File: config.mk
export PLATFORM = sky130hd
export DESIGN_NAME = timer_irq_control_port
export DESIGN_NICKNAME = d
export VERILOG_FILES = /design/src/hw/timer_irq_pkg.sv /design/src/hw/timer_irq_control_port.sv
export VERILOG_INCLUDE_DIRS = /design/src /design/src/hw
export SDC_FILE = /design/constraint.sdc
export NUM_CORES = 1
export LEC_CHECK = 0
export BUFFER_PORTS_ARGS = -buffer_cell sky130_fd_sc_hd__buf_2
export CORE_MARGIN = 5
export CORE_UTILIZATION = 32
export CTS_CLUSTER_SIZE = 28
export DETAILED_ROUTE_END_ITERATION = 8
export GPL_TIMING_DRIVEN = 0
export HOLD_SLACK_MARGIN = 0.1
export PLACE_DENSITY = 0.51
export SLEW_MARGIN = 20
export SYNTH_ARGS = -nofsm -noshare
export SYNTH_HDL_FRONTEND = slang
export SYNTH_SLANG_ARGS = --single-unit
File: constraint.sdc
create_clock -name sys_clk -period 2.9 [get_ports sys_clk]
set_input_delay 0.29 -clock sys_clk [delete_from_list [all_inputs] [get_ports sys_clk]]
set_output_delay 0.29 -clock sys_clk [all_outputs]
set_load 0.02 [all_outputs]
File: src/hw/timer_irq_map.svh
// register offsets, field positions and constants of the timer and interrupt control port
// assumes inclusion by bare name from the design module
`ifndef TIMER_IRQ_MAP_SVH
`define TIMER_IRQ_MAP_SVH
`define PORT_CONTROL 4'h6
`define PORT_TIMER 4'h7
`define BIT_EXT_EN 0
`define BIT_TMR_EN 1
`define BIT_POLARITY 2
`define BIT_RUN 3
`define BIT_PWIDTH 4
`define BIT_DIV2 5
`define BIT_DIV5 6
`define BIT_DIV20 7
`define CTRL_RESET 8'h00
`define TIMER_RESET 8'h00
`define COUNT_ONE 8'h01
`define PRESC_ZERO 8'h00
`define PRESC_ONE 8'h01
`define DIV_2 8'h02
`define DIV_5 8'h05
`define DIV_10 8'h0A
`define DIV_20 8'h14
`define DIV_40 8'h28
`define DIV_100 8'h64
`define DIV_200 8'hC8
`define READ_ZERO_LOW 7'h00
`define SPAN_ZERO 16'h0000
`define SPAN_ONE 16'h0001
`define SPAN_MAX 16'hC800
`endif

File: src/hw/timer_irq_pkg.sv
// types shared by the timer and interrupt control port
// assumes the map header is on the include path
package timer_irq_pkg;
  typedef enum logic [1:0] {
    mode_interval,
    mode_pulse_width,
    mode_event
  } timer_mode_e;
  // one port access from the cpu core
  typedef struct packed {
    logic wr;
    logic rd;
    logic [3:0] addr;
    logic [7:0] data;
  } port_req_s;
endpackage

File: src/hw/timer_irq_control_port.sv
// 8-bit down-counting timer with prescaler, reload register and control port
// assumes the cpu core gives one-cycle port strobes synchronous to sys_clk
// Function
// - timer is an 8-bit down counter in interval, pulse-width or event mode
// - control port write sets enables, polarity, run, mode and prescale bits
// - control port read gives zeros in bits 0-6, event pin level in bit 7
// - phase clock runs at half the time base rate
// - prescale bits divide by 2, 5, 20 and multiply when combined
// - prescaler clears on stop, timer port write, pulse-width trailing edge
// - timer port write loads counter and reload, clears prescaler and request
// - prescaler clocks counter except in event mode; reload serves every mode
// - interval mode when bit 4 clear and some prescale bit set
// - counter reloads after 01 and sets request; 00 gives 256 counts
// - request reaches cpu only while bit 1 set; latch holds meanwhile
// - request latch clears only on acknowledge or reload write
// - timer port read returns live count without disturbing it
// - clearing run freezes count; restart resumes with prescaler at zero
// - interval spans 2 to 51,200 phase clock periods
// - bit 2 sets event pin active level: zero low, one high
// - pulse-width when bit 4 and a prescale bit set; event when all prescale bits clear
`timescale 1ns/1ps
`include "timer_irq_map.svh"
module timer_irq_control_port (
  // clock and reset
  input wire logic sys_clk,
  input wire logic reset,
  // cpu port access
  input wire timer_irq_pkg::port_req_s port_req,
  input wire logic timer_ack,
  // external pin
  input wire logic external_event_pin,
  // outputs
  output logic [7:0] read_data,
  output logic timer_irq,
  output logic [7:0] control_out
);
  // ----------------------------------------------------------------
  // registers
  // ----------------------------------------------------------------
  logic [7:0] control;
  logic [7:0] count;
  logic [7:0] reload;
  logic [7:0] presc;
  logic phase;
  logic req_latch;
  logic pin_active_q;
  // ----------------------------------------------------------------
  // decode
  // ----------------------------------------------------------------
  // divisor product of the three prescale bits
  function automatic logic [7:0] divisor(input logic [2:0] sel);
    unique case (sel)
      3'h1: divisor = `DIV_2;
      3'h2: divisor = `DIV_5;
      3'h3: divisor = `DIV_10;
      3'h4: divisor = `DIV_20;
      3'h5: divisor = `DIV_40;
      3'h6: divisor = `DIV_100;
      3'h7: divisor = `DIV_200;
      default: divisor = `DIV_2;
    endcase
  endfunction
  wire logic [2:0] presc_sel = control[`BIT_DIV20:`BIT_DIV2];
  wire logic [7:0] presc_div = divisor(presc_sel);
  wire logic any_presc = |presc_sel;
  wire timer_irq_pkg::timer_mode_e mode =
    !any_presc ? timer_irq_pkg::mode_event :
    control[`BIT_PWIDTH] ? timer_irq_pkg::mode_pulse_width : timer_irq_pkg::mode_interval;
  // one decode of strobe and address, shared by the four port selects
  function automatic logic port_hit(input logic strobe, input logic [3:0] addr,
                                    input logic [3:0] port);
    port_hit = strobe && addr == port;
  endfunction
  wire logic wr_ctrl = port_hit(port_req.wr, port_req.addr, `PORT_CONTROL);
  wire logic wr_timer = port_hit(port_req.wr, port_req.addr, `PORT_TIMER);
  wire logic rd_ctrl = port_hit(port_req.rd, port_req.addr, `PORT_CONTROL);
  wire logic rd_timer = port_hit(port_req.rd, port_req.addr, `PORT_TIMER);
  wire logic pin_active = external_event_pin ~^ control[`BIT_POLARITY];
  wire logic running = control[`BIT_RUN];
  wire logic pw_mode = mode == timer_irq_pkg::mode_pulse_width;
  wire logic ev_mode = mode == timer_irq_pkg::mode_event;
  // pulse width counts only while pin active; trailing edge clears prescaler
  wire logic pw_gate = !pw_mode || pin_active;
  wire logic trailing = pw_mode && pin_active_q && !pin_active;
  wire logic leading = pin_active && !pin_active_q;
  wire logic presc_clear = !running || wr_timer || trailing || !pw_gate;
  // wrap at or beyond divisor minus one, so a smaller divisor written mid-count
  // cannot let the prescaler run round all 256 states
  wire logic presc_wrap = presc >= presc_div - `PRESC_ONE;
  // counter tick source, prescaler bypassed in event mode
  wire logic presc_tick = phase && running && pw_gate && !ev_mode && presc_wrap;
  wire logic ev_tick = phase && running && ev_mode && leading;
  wire logic tick = presc_tick || ev_tick;
  // terminal count reloads and sets request
  wire logic terminal = tick && count == `COUNT_ONE;
  wire logic [7:0] next_count = terminal ? reload : count - `COUNT_ONE;
  // ----------------------------------------------------------------
  // phase clock enable
  // ----------------------------------------------------------------
  // phase strobe every second sys_clk edge stands in for the phase clock
  always_ff @(posedge sys_clk or posedge reset) begin
    if (reset) begin
      phase <= 1'b0;
    end else begin
      phase <= !phase;
    end
  end
  // ----------------------------------------------------------------
  // control port
  // ----------------------------------------------------------------
  // control written from the accumulator
  always_ff @(posedge sys_clk or posedge reset) begin
    if (reset) begin
      control <= `CTRL_RESET;
    end else if (wr_ctrl) begin
      control <= port_req.data;
    end
  end
  // ----------------------------------------------------------------
  // prescaler and counter
  // ----------------------------------------------------------------
  // prescaler counts phase periods up to the divisor
  always_ff @(posedge sys_clk or posedge reset) begin
    if (reset) begin
      presc <= `PRESC_ZERO;
    end else if (presc_clear || ev_mode) begin
      presc <= `PRESC_ZERO;
    end else if (phase) begin
      presc <= presc_wrap ? `PRESC_ZERO : presc + `PRESC_ONE;
    end
  end
  always_ff @(posedge sys_clk or posedge reset) begin
    if (reset) begin
      count <= `TIMER_RESET;
      reload <= `TIMER_RESET;
    end else if (wr_timer) begin
      count <= port_req.data;
      reload <= port_req.data;
    end else if (tick) begin
      count <= next_count;
    end
  end
  // pin history for edge detection, sampled on the phase strobe
  always_ff @(posedge sys_clk or posedge reset) begin
    if (reset) begin
      pin_active_q <= 1'b0;
    end else if (phase) begin
      pin_active_q <= pin_active;
    end
  end
  // ----------------------------------------------------------------
  // request latch
  // ----------------------------------------------------------------
  // set wins over acknowledge, but a timer port write in the same cycle drops the terminal count
  always_ff @(posedge sys_clk or posedge reset) begin
    if (reset) begin
      req_latch <= 1'b0;
    end else if (terminal && !wr_timer) begin
      req_latch <= 1'b1;
    end else if (timer_ack || wr_timer) begin
      req_latch <= 1'b0;
    end
  end
  // forwarded level, gated by timer enable
  always_ff @(posedge sys_clk or posedge reset) begin
    if (reset) begin
      timer_irq <= 1'b0;
    end else begin
      timer_irq <= (req_latch || (terminal && !wr_timer)) && control[`BIT_TMR_EN];
    end
  end
  // ----------------------------------------------------------------
  // read path
  // ----------------------------------------------------------------
  // control read shows pin level; timer read shows live count
  always_ff @(posedge sys_clk or posedge reset) begin
    if (reset) begin
      read_data <= `TIMER_RESET;
    end else if (rd_ctrl) begin
      read_data <= {external_event_pin, `READ_ZERO_LOW};
    end else if (rd_timer) begin
      read_data <= count;
    end
  end
  // control copy for the neighbouring interrupt logic
  always_ff @(posedge sys_clk or posedge reset) begin
    if (reset) begin
      control_out <= `CTRL_RESET;
    end else begin
      control_out <= wr_ctrl ? port_req.data : control;
    end
  end
  // ----------------------------------------------------------------
  // assertions
  // ----------------------------------------------------------------
  // span helper: phase periods since the last request
  // cleared whenever interval timing is broken off, so only whole intervals count
  logic [15:0] span;
  wire logic span_clear = terminal || wr_timer || !running ||
    mode != timer_irq_pkg::mode_interval;
  always_ff @(posedge sys_clk or posedge reset) begin
    if (reset) begin
      span <= `SPAN_ZERO;
    end else if (span_clear) begin
      span <= `SPAN_ZERO;
    end else if (phase) begin
      span <= span + `SPAN_ONE;
    end
  end
  AST_READ_CTRL: assert property (@(posedge sys_clk) disable iff (reset)
    rd_ctrl |=> read_data[6:0] == `READ_ZERO_LOW && read_data[7] == $past(external_event_pin))
    else $error("control read not pin level");
  AST_READ_TIMER: assert property (@(posedge sys_clk) disable iff (reset)
    rd_timer && !rd_ctrl |=> read_data == $past(count))
    else $error("timer read wrong");
  AST_LOAD: assert property (@(posedge sys_clk) disable iff (reset)
    wr_timer |=> count == $past(port_req.data) && reload == count &&
      presc == `PRESC_ZERO && !req_latch)
    else $error("timer load wrong");
  AST_FREEZE: assert property (@(posedge sys_clk) disable iff (reset)
    !running && !wr_timer |=> count == $past(count))
    else $error("counter moved while stopped");
  AST_RELOAD: assert property (@(posedge sys_clk) disable iff (reset)
    terminal && !wr_timer |=> count == reload && req_latch)
    else $error("terminal reload wrong");
  AST_HOLD: assert property (@(posedge sys_clk) disable iff (reset)
    req_latch && !timer_ack && !wr_timer |=> req_latch)
    else $error("latch dropped");
  AST_FORWARD: assert property (@(posedge sys_clk) disable iff (reset)
    timer_irq |-> $past(control[`BIT_TMR_EN]))
    else $error("request forwarded while disabled");
  // prescaler within divisor, two cycles of grace after a divisor change
  AST_PRESC: assert property (@(posedge sys_clk) disable iff (reset)
    presc < presc_div || ev_mode || $past(wr_ctrl) || $past(wr_ctrl, 2))
    else $error("prescaler beyond divisor");
  AST_EVENT: assert property (@(posedge sys_clk) disable iff (reset)
    ev_mode && $past(ev_mode) |-> presc == `PRESC_ZERO)
    else $error("prescaler used in event mode");
  AST_PHASE: assert property (@(posedge sys_clk) disable iff (reset)
    1'b1 |=> phase != $past(phase))
    else $error("phase strobe stuck");
  AST_TICK_PHASE: assert property (@(posedge sys_clk) disable iff (reset)
    tick |-> phase)
    else $error("count step off the phase strobe");
  AST_STOP_CLEAR: assert property (@(posedge sys_clk) disable iff (reset)
    !running |=> presc == `PRESC_ZERO)
    else $error("prescaler kept while stopped");
  AST_TRAIL_CLEAR: assert property (@(posedge sys_clk) disable iff (reset)
    trailing |=> presc == `PRESC_ZERO)
    else $error("prescaler kept after trailing edge");
  AST_PW_HALT: assert property (@(posedge sys_clk) disable iff (reset)
    pw_mode && !pin_active && !wr_timer |=> count == $past(count))
    else $error("counted while pin inactive");
  AST_DOWN: assert property (@(posedge sys_clk) disable iff (reset)
    tick && !terminal && !wr_timer |=> count == $past(count) - `COUNT_ONE)
    else $error("count step not down by one");
  AST_MODE_INTERVAL: assert property (@(posedge sys_clk) disable iff (reset)
    !control[`BIT_PWIDTH] && any_presc |-> mode == timer_irq_pkg::mode_interval)
    else $error("interval mode not selected");
  AST_MODE_PW: assert property (@(posedge sys_clk) disable iff (reset)
    control[`BIT_PWIDTH] && any_presc |-> pw_mode)
    else $error("pulse width mode not selected");
  AST_MODE_EVENT: assert property (@(posedge sys_clk) disable iff (reset)
    !control[`BIT_PWIDTH] && !any_presc |-> ev_mode)
    else $error("event mode not selected");
  AST_IRQ_LEVEL: assert property (@(posedge sys_clk) disable iff (reset)
    req_latch && control[`BIT_TMR_EN] |=> timer_irq)
    else $error("latched request not shown");
  AST_IRQ_DROP: assert property (@(posedge sys_clk) disable iff (reset)
    !control[`BIT_TMR_EN] |=> !timer_irq)
    else $error("request shown while disabled");
  AST_FORWARD_LATE: assert property (@(posedge sys_clk) disable iff (reset)
    req_latch && $rose(control[`BIT_TMR_EN]) |=> timer_irq)
    else $error("held request not forwarded on enable");
  AST_CLEAR_ACK: assert property (@(posedge sys_clk) disable iff (reset)
    timer_ack && !terminal |=> !req_latch)
    else $error("acknowledge did not clear latch");
  AST_CTRL_WRITE: assert property (@(posedge sys_clk) disable iff (reset)
    wr_ctrl |=> control == $past(port_req.data))
    else $error("control write lost");
  AST_CTRL_COPY: assert property (@(posedge sys_clk) disable iff (reset)
    control_out == control)
    else $error("control copy differs");
  AST_READ_HOLD: assert property (@(posedge sys_clk) disable iff (reset)
    !port_req.rd |=> read_data == $past(read_data))
    else $error("read data changed without a read");
  AST_READ_NO_DISTURB: assert property (@(posedge sys_clk) disable iff (reset)
    rd_timer && !tick && !wr_timer |=> count == $past(count))
    else $error("read disturbed the count");
  AST_EV_COUNT: assert property (@(posedge sys_clk) disable iff (reset)
    ev_mode && running && phase && leading |-> tick)
    else $error("event edge not counted");
  AST_NO_TICK_STOPPED: assert property (@(posedge sys_clk) disable iff (reset)
    !running |-> !tick)
    else $error("count step while stopped");
  AST_RESUME: assert property (@(posedge sys_clk) disable iff (reset)
    $rose(running) |-> presc == `PRESC_ZERO)
    else $error("prescaler not zero on restart");
  AST_TERM_ONE: assert property (@(posedge sys_clk) disable iff (reset)
    terminal |-> count == `COUNT_ONE && tick)
    else $error("terminal away from count one");
  AST_MIN_GAP: assert property (@(posedge sys_clk) disable iff (reset)
    terminal && !ev_mode |=> (!terminal || ev_mode) [*3])
    else $error("interval shorter than two phase periods");
  AST_SPAN: assert property (@(posedge sys_clk) disable iff (reset)
    terminal && mode == timer_irq_pkg::mode_interval |-> span <= `SPAN_MAX)
    else $error("interval longer than the maximum span");
endmodule

======== Word level (Yosys, flattened, before mapping) ========
Index checks and enable logic that the tools add are counted.
cells by class
  equal/unequal tests ..................... 11
  order comparisons ....................... 1
  reduce and logical (&&, ||, !) cells .... 37
  add/sub/neg operators ................... 3
  mux-type cells .......................... 13
  bitwise gates (word level) .............. 1
operator list
  kind                                                                   count
  8-bit 2-to-1 mux                                                       8
  8-bit one-hot mux with 6 select lines                                  1
  1-bit logical AND                                                      16
  8-bit by 1-bit subtractor with 8-bit output, second input constant     2
  3-bit equality test, second input constant                             4
  8-bit by 1-bit adder with 8-bit output, second input constant          1
  4-bit by 3-bit equality test with 1-bit output, second input constant  2
  8-bit by 1-bit equality test with 1-bit output, second input constant  1
  8-bit greater-or-equal comparator                                      1
  1-bit zero test                                                        8
  1-bit logical OR                                                       8
  2-bit nonzero test                                                     4
  3-bit by 2-bit equality test with 1-bit output, second input constant  2
  1-bit 2-to-1 mux                                                       3
  3-bit OR reduction                                                     1
  2-bit by 1-bit equality test with 1-bit output, second input constant  1
  2-bit equality test, second input constant                             1
  2-bit 2-to-1 mux                                                       1
  1-bit bitwise XNOR                                                     1
storage, ports and cells
  logic and storage cells ................. 75
  input port bits ......................... 18
  bits in registers ....................... 44

======== Longest topological paths before layout ========
  word-level depth ........................ 13
  depth in mapped cells ................... 13

======== Worst setup path after synthesis ========
No wires, ideal clock.
  path type ............................... reg2reg
  start point ............................. reg, netlist name control_out[6]
  end point ............................... reg count[6]
  buffers on the path ..................... 2
  required time ........................... 2.763 ns
  library setup time ...................... 0.137 ns
  clock period less this slack ............ 2.965 ns
  arrival ................................. 2.828 ns
  path slack .............................. -0.065 ns
  cell stages (with the launch flop) ...... 13
  path through ............................ dfrtp_1 > clkbuf_1 > nand3b_1 > ha_1 > xnor2_1 > ha_1 > and3_1 > o21ai_1 > a311oi_2 > o31ai_4 > buf_6 > mux2i_1 > a21oi_1
RTL lines
  item                  line                           source
  to (signal assigned)  timer_irq_control_port.sv:134  count <= `TIMER_RESET;
  to (signal assigned)  timer_irq_control_port.sv:137  count <= port_req.data;
  to (signal assigned)  timer_irq_control_port.sv:140  count <= next_count;
  to (decl)             timer_irq_control_port.sv:41   logic [7:0] count;

==> flow_summary.ini <==
[synth]
async_flop_share_pct = 100
synth_edf_count = 0
synth_area_per_cell_um2 = 9.05
syn_area_um2 = 2430
synthCells = 269
ys_warn_count = 0
ys_seq_area_share_pct = 45.2
synth_cell_types = 39
synth_seq_cells = 44
syn-num-nets = 299
synth-main-ff-cell = dfrtp_1

[global_route]
grt_first_pass_wirelength_um = 10600
grt_use_total_pct = 13.7
antenna_found_initial = 0
grt_remaining_overflow = 0
grt_max_degree = 26
grt_pass1_vias = 2062

[critical_path]
r2r-end = count[0]
crit_start = control_out[6]
end_kind = flop
r2r_cells = 12
crit_chain = buf_6 > a21o_1 > ha_2 > xnor2_2 > ha_1 > and3_1 > o21ai_2 > a311oi_4 > o31ai_4 > buf_4 > a211o_1 > a31oi_1
crit_family = compound AO/OA/AOI/OAI gates
critPathKind = flop to flop
startpoint_type = flop
critPathBufInv = 2
rrSetupSlack_ps = 140
crit_path_max_fanout = 5
slowest_delay_ps = 410
timing.rr.start = control_out[6]
cp.arrival_ps = 2980
critPathSlowestCell = dfrtp_1
cp.required_ps = 3120

[final_layout]
diodes = 0
final_net_count = 354
drive_gt1_share_pct = 24.9
syn2layout_area_growth_pct = 23.8

[placement]
gp_congestion = 0.758
io_buffers = 33
hpwl_um = 4380
dpl_worst_slack_ps = -233

[drt]
wl_um = 6250
via_per_inst = 5.02
dr_total_vias = 2128
dr.pass1.iters = 4
drtAntennaViolNets = 0
drt_iter0_drc = 117
avgRoutedWirePerCell_um = 14.7
drc = 0

[timing]
skew_ps = 7.70
tightestPinTransition_ps = 940
fmax_ghz = 0.363
layout_setup_ws_ps = 142
finalSetupViolations = 0
finalCriticalPeriod_ps = 2760
final.period_utilization_pct = 95.1
maxSlewViolCount = 0
worst_hold_slack_ps = 203
hold_violations = 0
worst_slew_margin_rel_pct = 37.1

[min_path]
hold_path.startpoint = port_req[1]
hold_end = reload[1]
hold_depth = 3
hold_class = primary input to flop

[clock_network]
cts.sinks = 44
numCtsBuffers = 5
clockBufferDepth = 2
htreeDepth = 2
cts_tree = done
clkLatencyLatePin_ps = 300
clkTransAtPathRegs_ps = 80
clock-root-buffer = clkbuf_8

[floorplan]
start_util_pct = 33.2
die_w_um = 97.2
ios = 35
dieArea_um2 = 9450
rows = 31
fp.dieH_um = 97.2
core_um2 = 7330

[status]
outcome = finished, final reports clean

[power]
power_density_nw_per_um2 = 697
p_total_mw = 2.10
peakVddDrop_mv = 0.190
power_leakage_nw = 1.42

[run]
maxCapViolations = 0
[stage by stage]
step | setup TNS (ps) | std cells | utilization (%) | instance area [µm²]
finish | 0 | 424 | 41.1 | 3010
global route | -8.99 | 424 | 41.1 | 3010
CTS | 0 | 414 | 39.6 | 2910
detailed placement | -2400 | 402 | 37.5 | 2750
global placement | -2440 | 401 | 37.2 | 2730
floorplan | 0 | 269 | - | 2440
[cell usage in the layout, fill, tap and decap left out, drive strengths merged, types with 6 or more instances in the layout]
cell type and instances:
dfrtp 44, buf 52, ha 12, nor3 9
nor2 21, nand3 16, a211o 6, a21oi 12
mux2 7, o21ai 16, a31oi 7, clkbuf 13
inv 9, nand2 55
[flip-flops by register name (all words and copies together), names as in the netlist]
register      count
phase             1
reload            8
count             8
pin_active_q      1
timer_irq         1
presc             8
req_latch         1
read_data         8
control_out       8
[how the worst max path moves through the flow]
stage / endpoint / slack (ps) / depth (start not counted)
6_report: count[0] / 140 / 12
3_3_place_gp: count[6] / -240 / 12
3_5_place_dp: count[6] / -230 / 12
5_1_grt: count[6] / -9 / 12
4_1_cts: count[6] / 30 / 12
2_1_floorplan: count[6] / 70 / 12
[tightest hold or removal path: cells and delay by family]
family,cells,cell delay [ps]
simple gates,2,90
buf+inv,1,100
[logic make-up (layout without fill, tap and decap cells)]
kind of cell               Yosys count  in the layout  synth area share (%)
AOI/OAI and AO/OA                   52             52                  14.0
and+or+nand+nor                    124            124                  23.6
DFF                                 44             44                  45.2
muxes                               10             10                  4.47
xor gates and xnor gates             7              7                  2.52
adders and majority gates           12             12                  6.17
buffers and inverters               20             76                  4.01
[synth_stat cells, types with 2 or more instances]
cell type	count	share of area, %
a21o_1	2	0.62
nor2_1	21	3.2
nor3_1	9	1.8
xor2_1	3	1.1
clkbuf_1	8	1.2
nor2b_1	2	0.51
xnor2_1	4	1.4
nand2_1	55	8.5
a21oi_1	12	2.5
o21ai_1	9	1.8
or3_1	3	0.77
o21ai_0	7	1.4
and3_1	4	1.0
nand2b_1	3	0.77
inv_1	8	1.2
dfrtp_1	44	45
mux2i_1	3	1.2
a211o_1	6	2.2
buf_6	3	1.4
mux2_2	7	3.2
a31oi_1	7	1.8
o31ai_1	2	0.62
nand3_1	16	3.3
ha_1	12	6.2
nand3b_1	2	0.62
nand4b_1	4	1.4
[cell type report]
cell class,count,area [µm²]
Buffer,10,67.6
Clock inverter,1,7.51
Timing Repair Buffer,49,305
Inverter,9,33.8
Multi-Input combinational cell,205,1290
Sequential cell,44,1100
Fill cell,755,4320
Tap cell,99,124
Clock buffer,7,86.3
[report_power, final]
group | internal (mW) | leakage (nW) | switching (mW)
sequential | 0.755 | 0.556 | 0.154
combinational | 0.358 | 0.818 | 0.420
clock | 0.194 | 0.0445 | 0.221
total | 1.31 | 1.42 | 0.795
[metal layers]
layer	vias to the layer above	share of wire (%)	GRT usage, %
met5	-	0	0
met4	0	1.3	3.62
met3	5	3.8	2.80
met2	42	43	20.5
met1	1033	52	20.0
li1	1048	-	-
[repair_timing]
action | 4_1_cts | 5_1_grt
hold endpoints to repair | 24 | 0
gates cloned | 1 | 0
setup endpoints to repair | 18 | 18
buffers inserted | 3 | 10
resized for setup | 6 | 10
pin swaps | 2 | 6
hold buffers | 1 | 0
(Power assumes the default switching activity.)
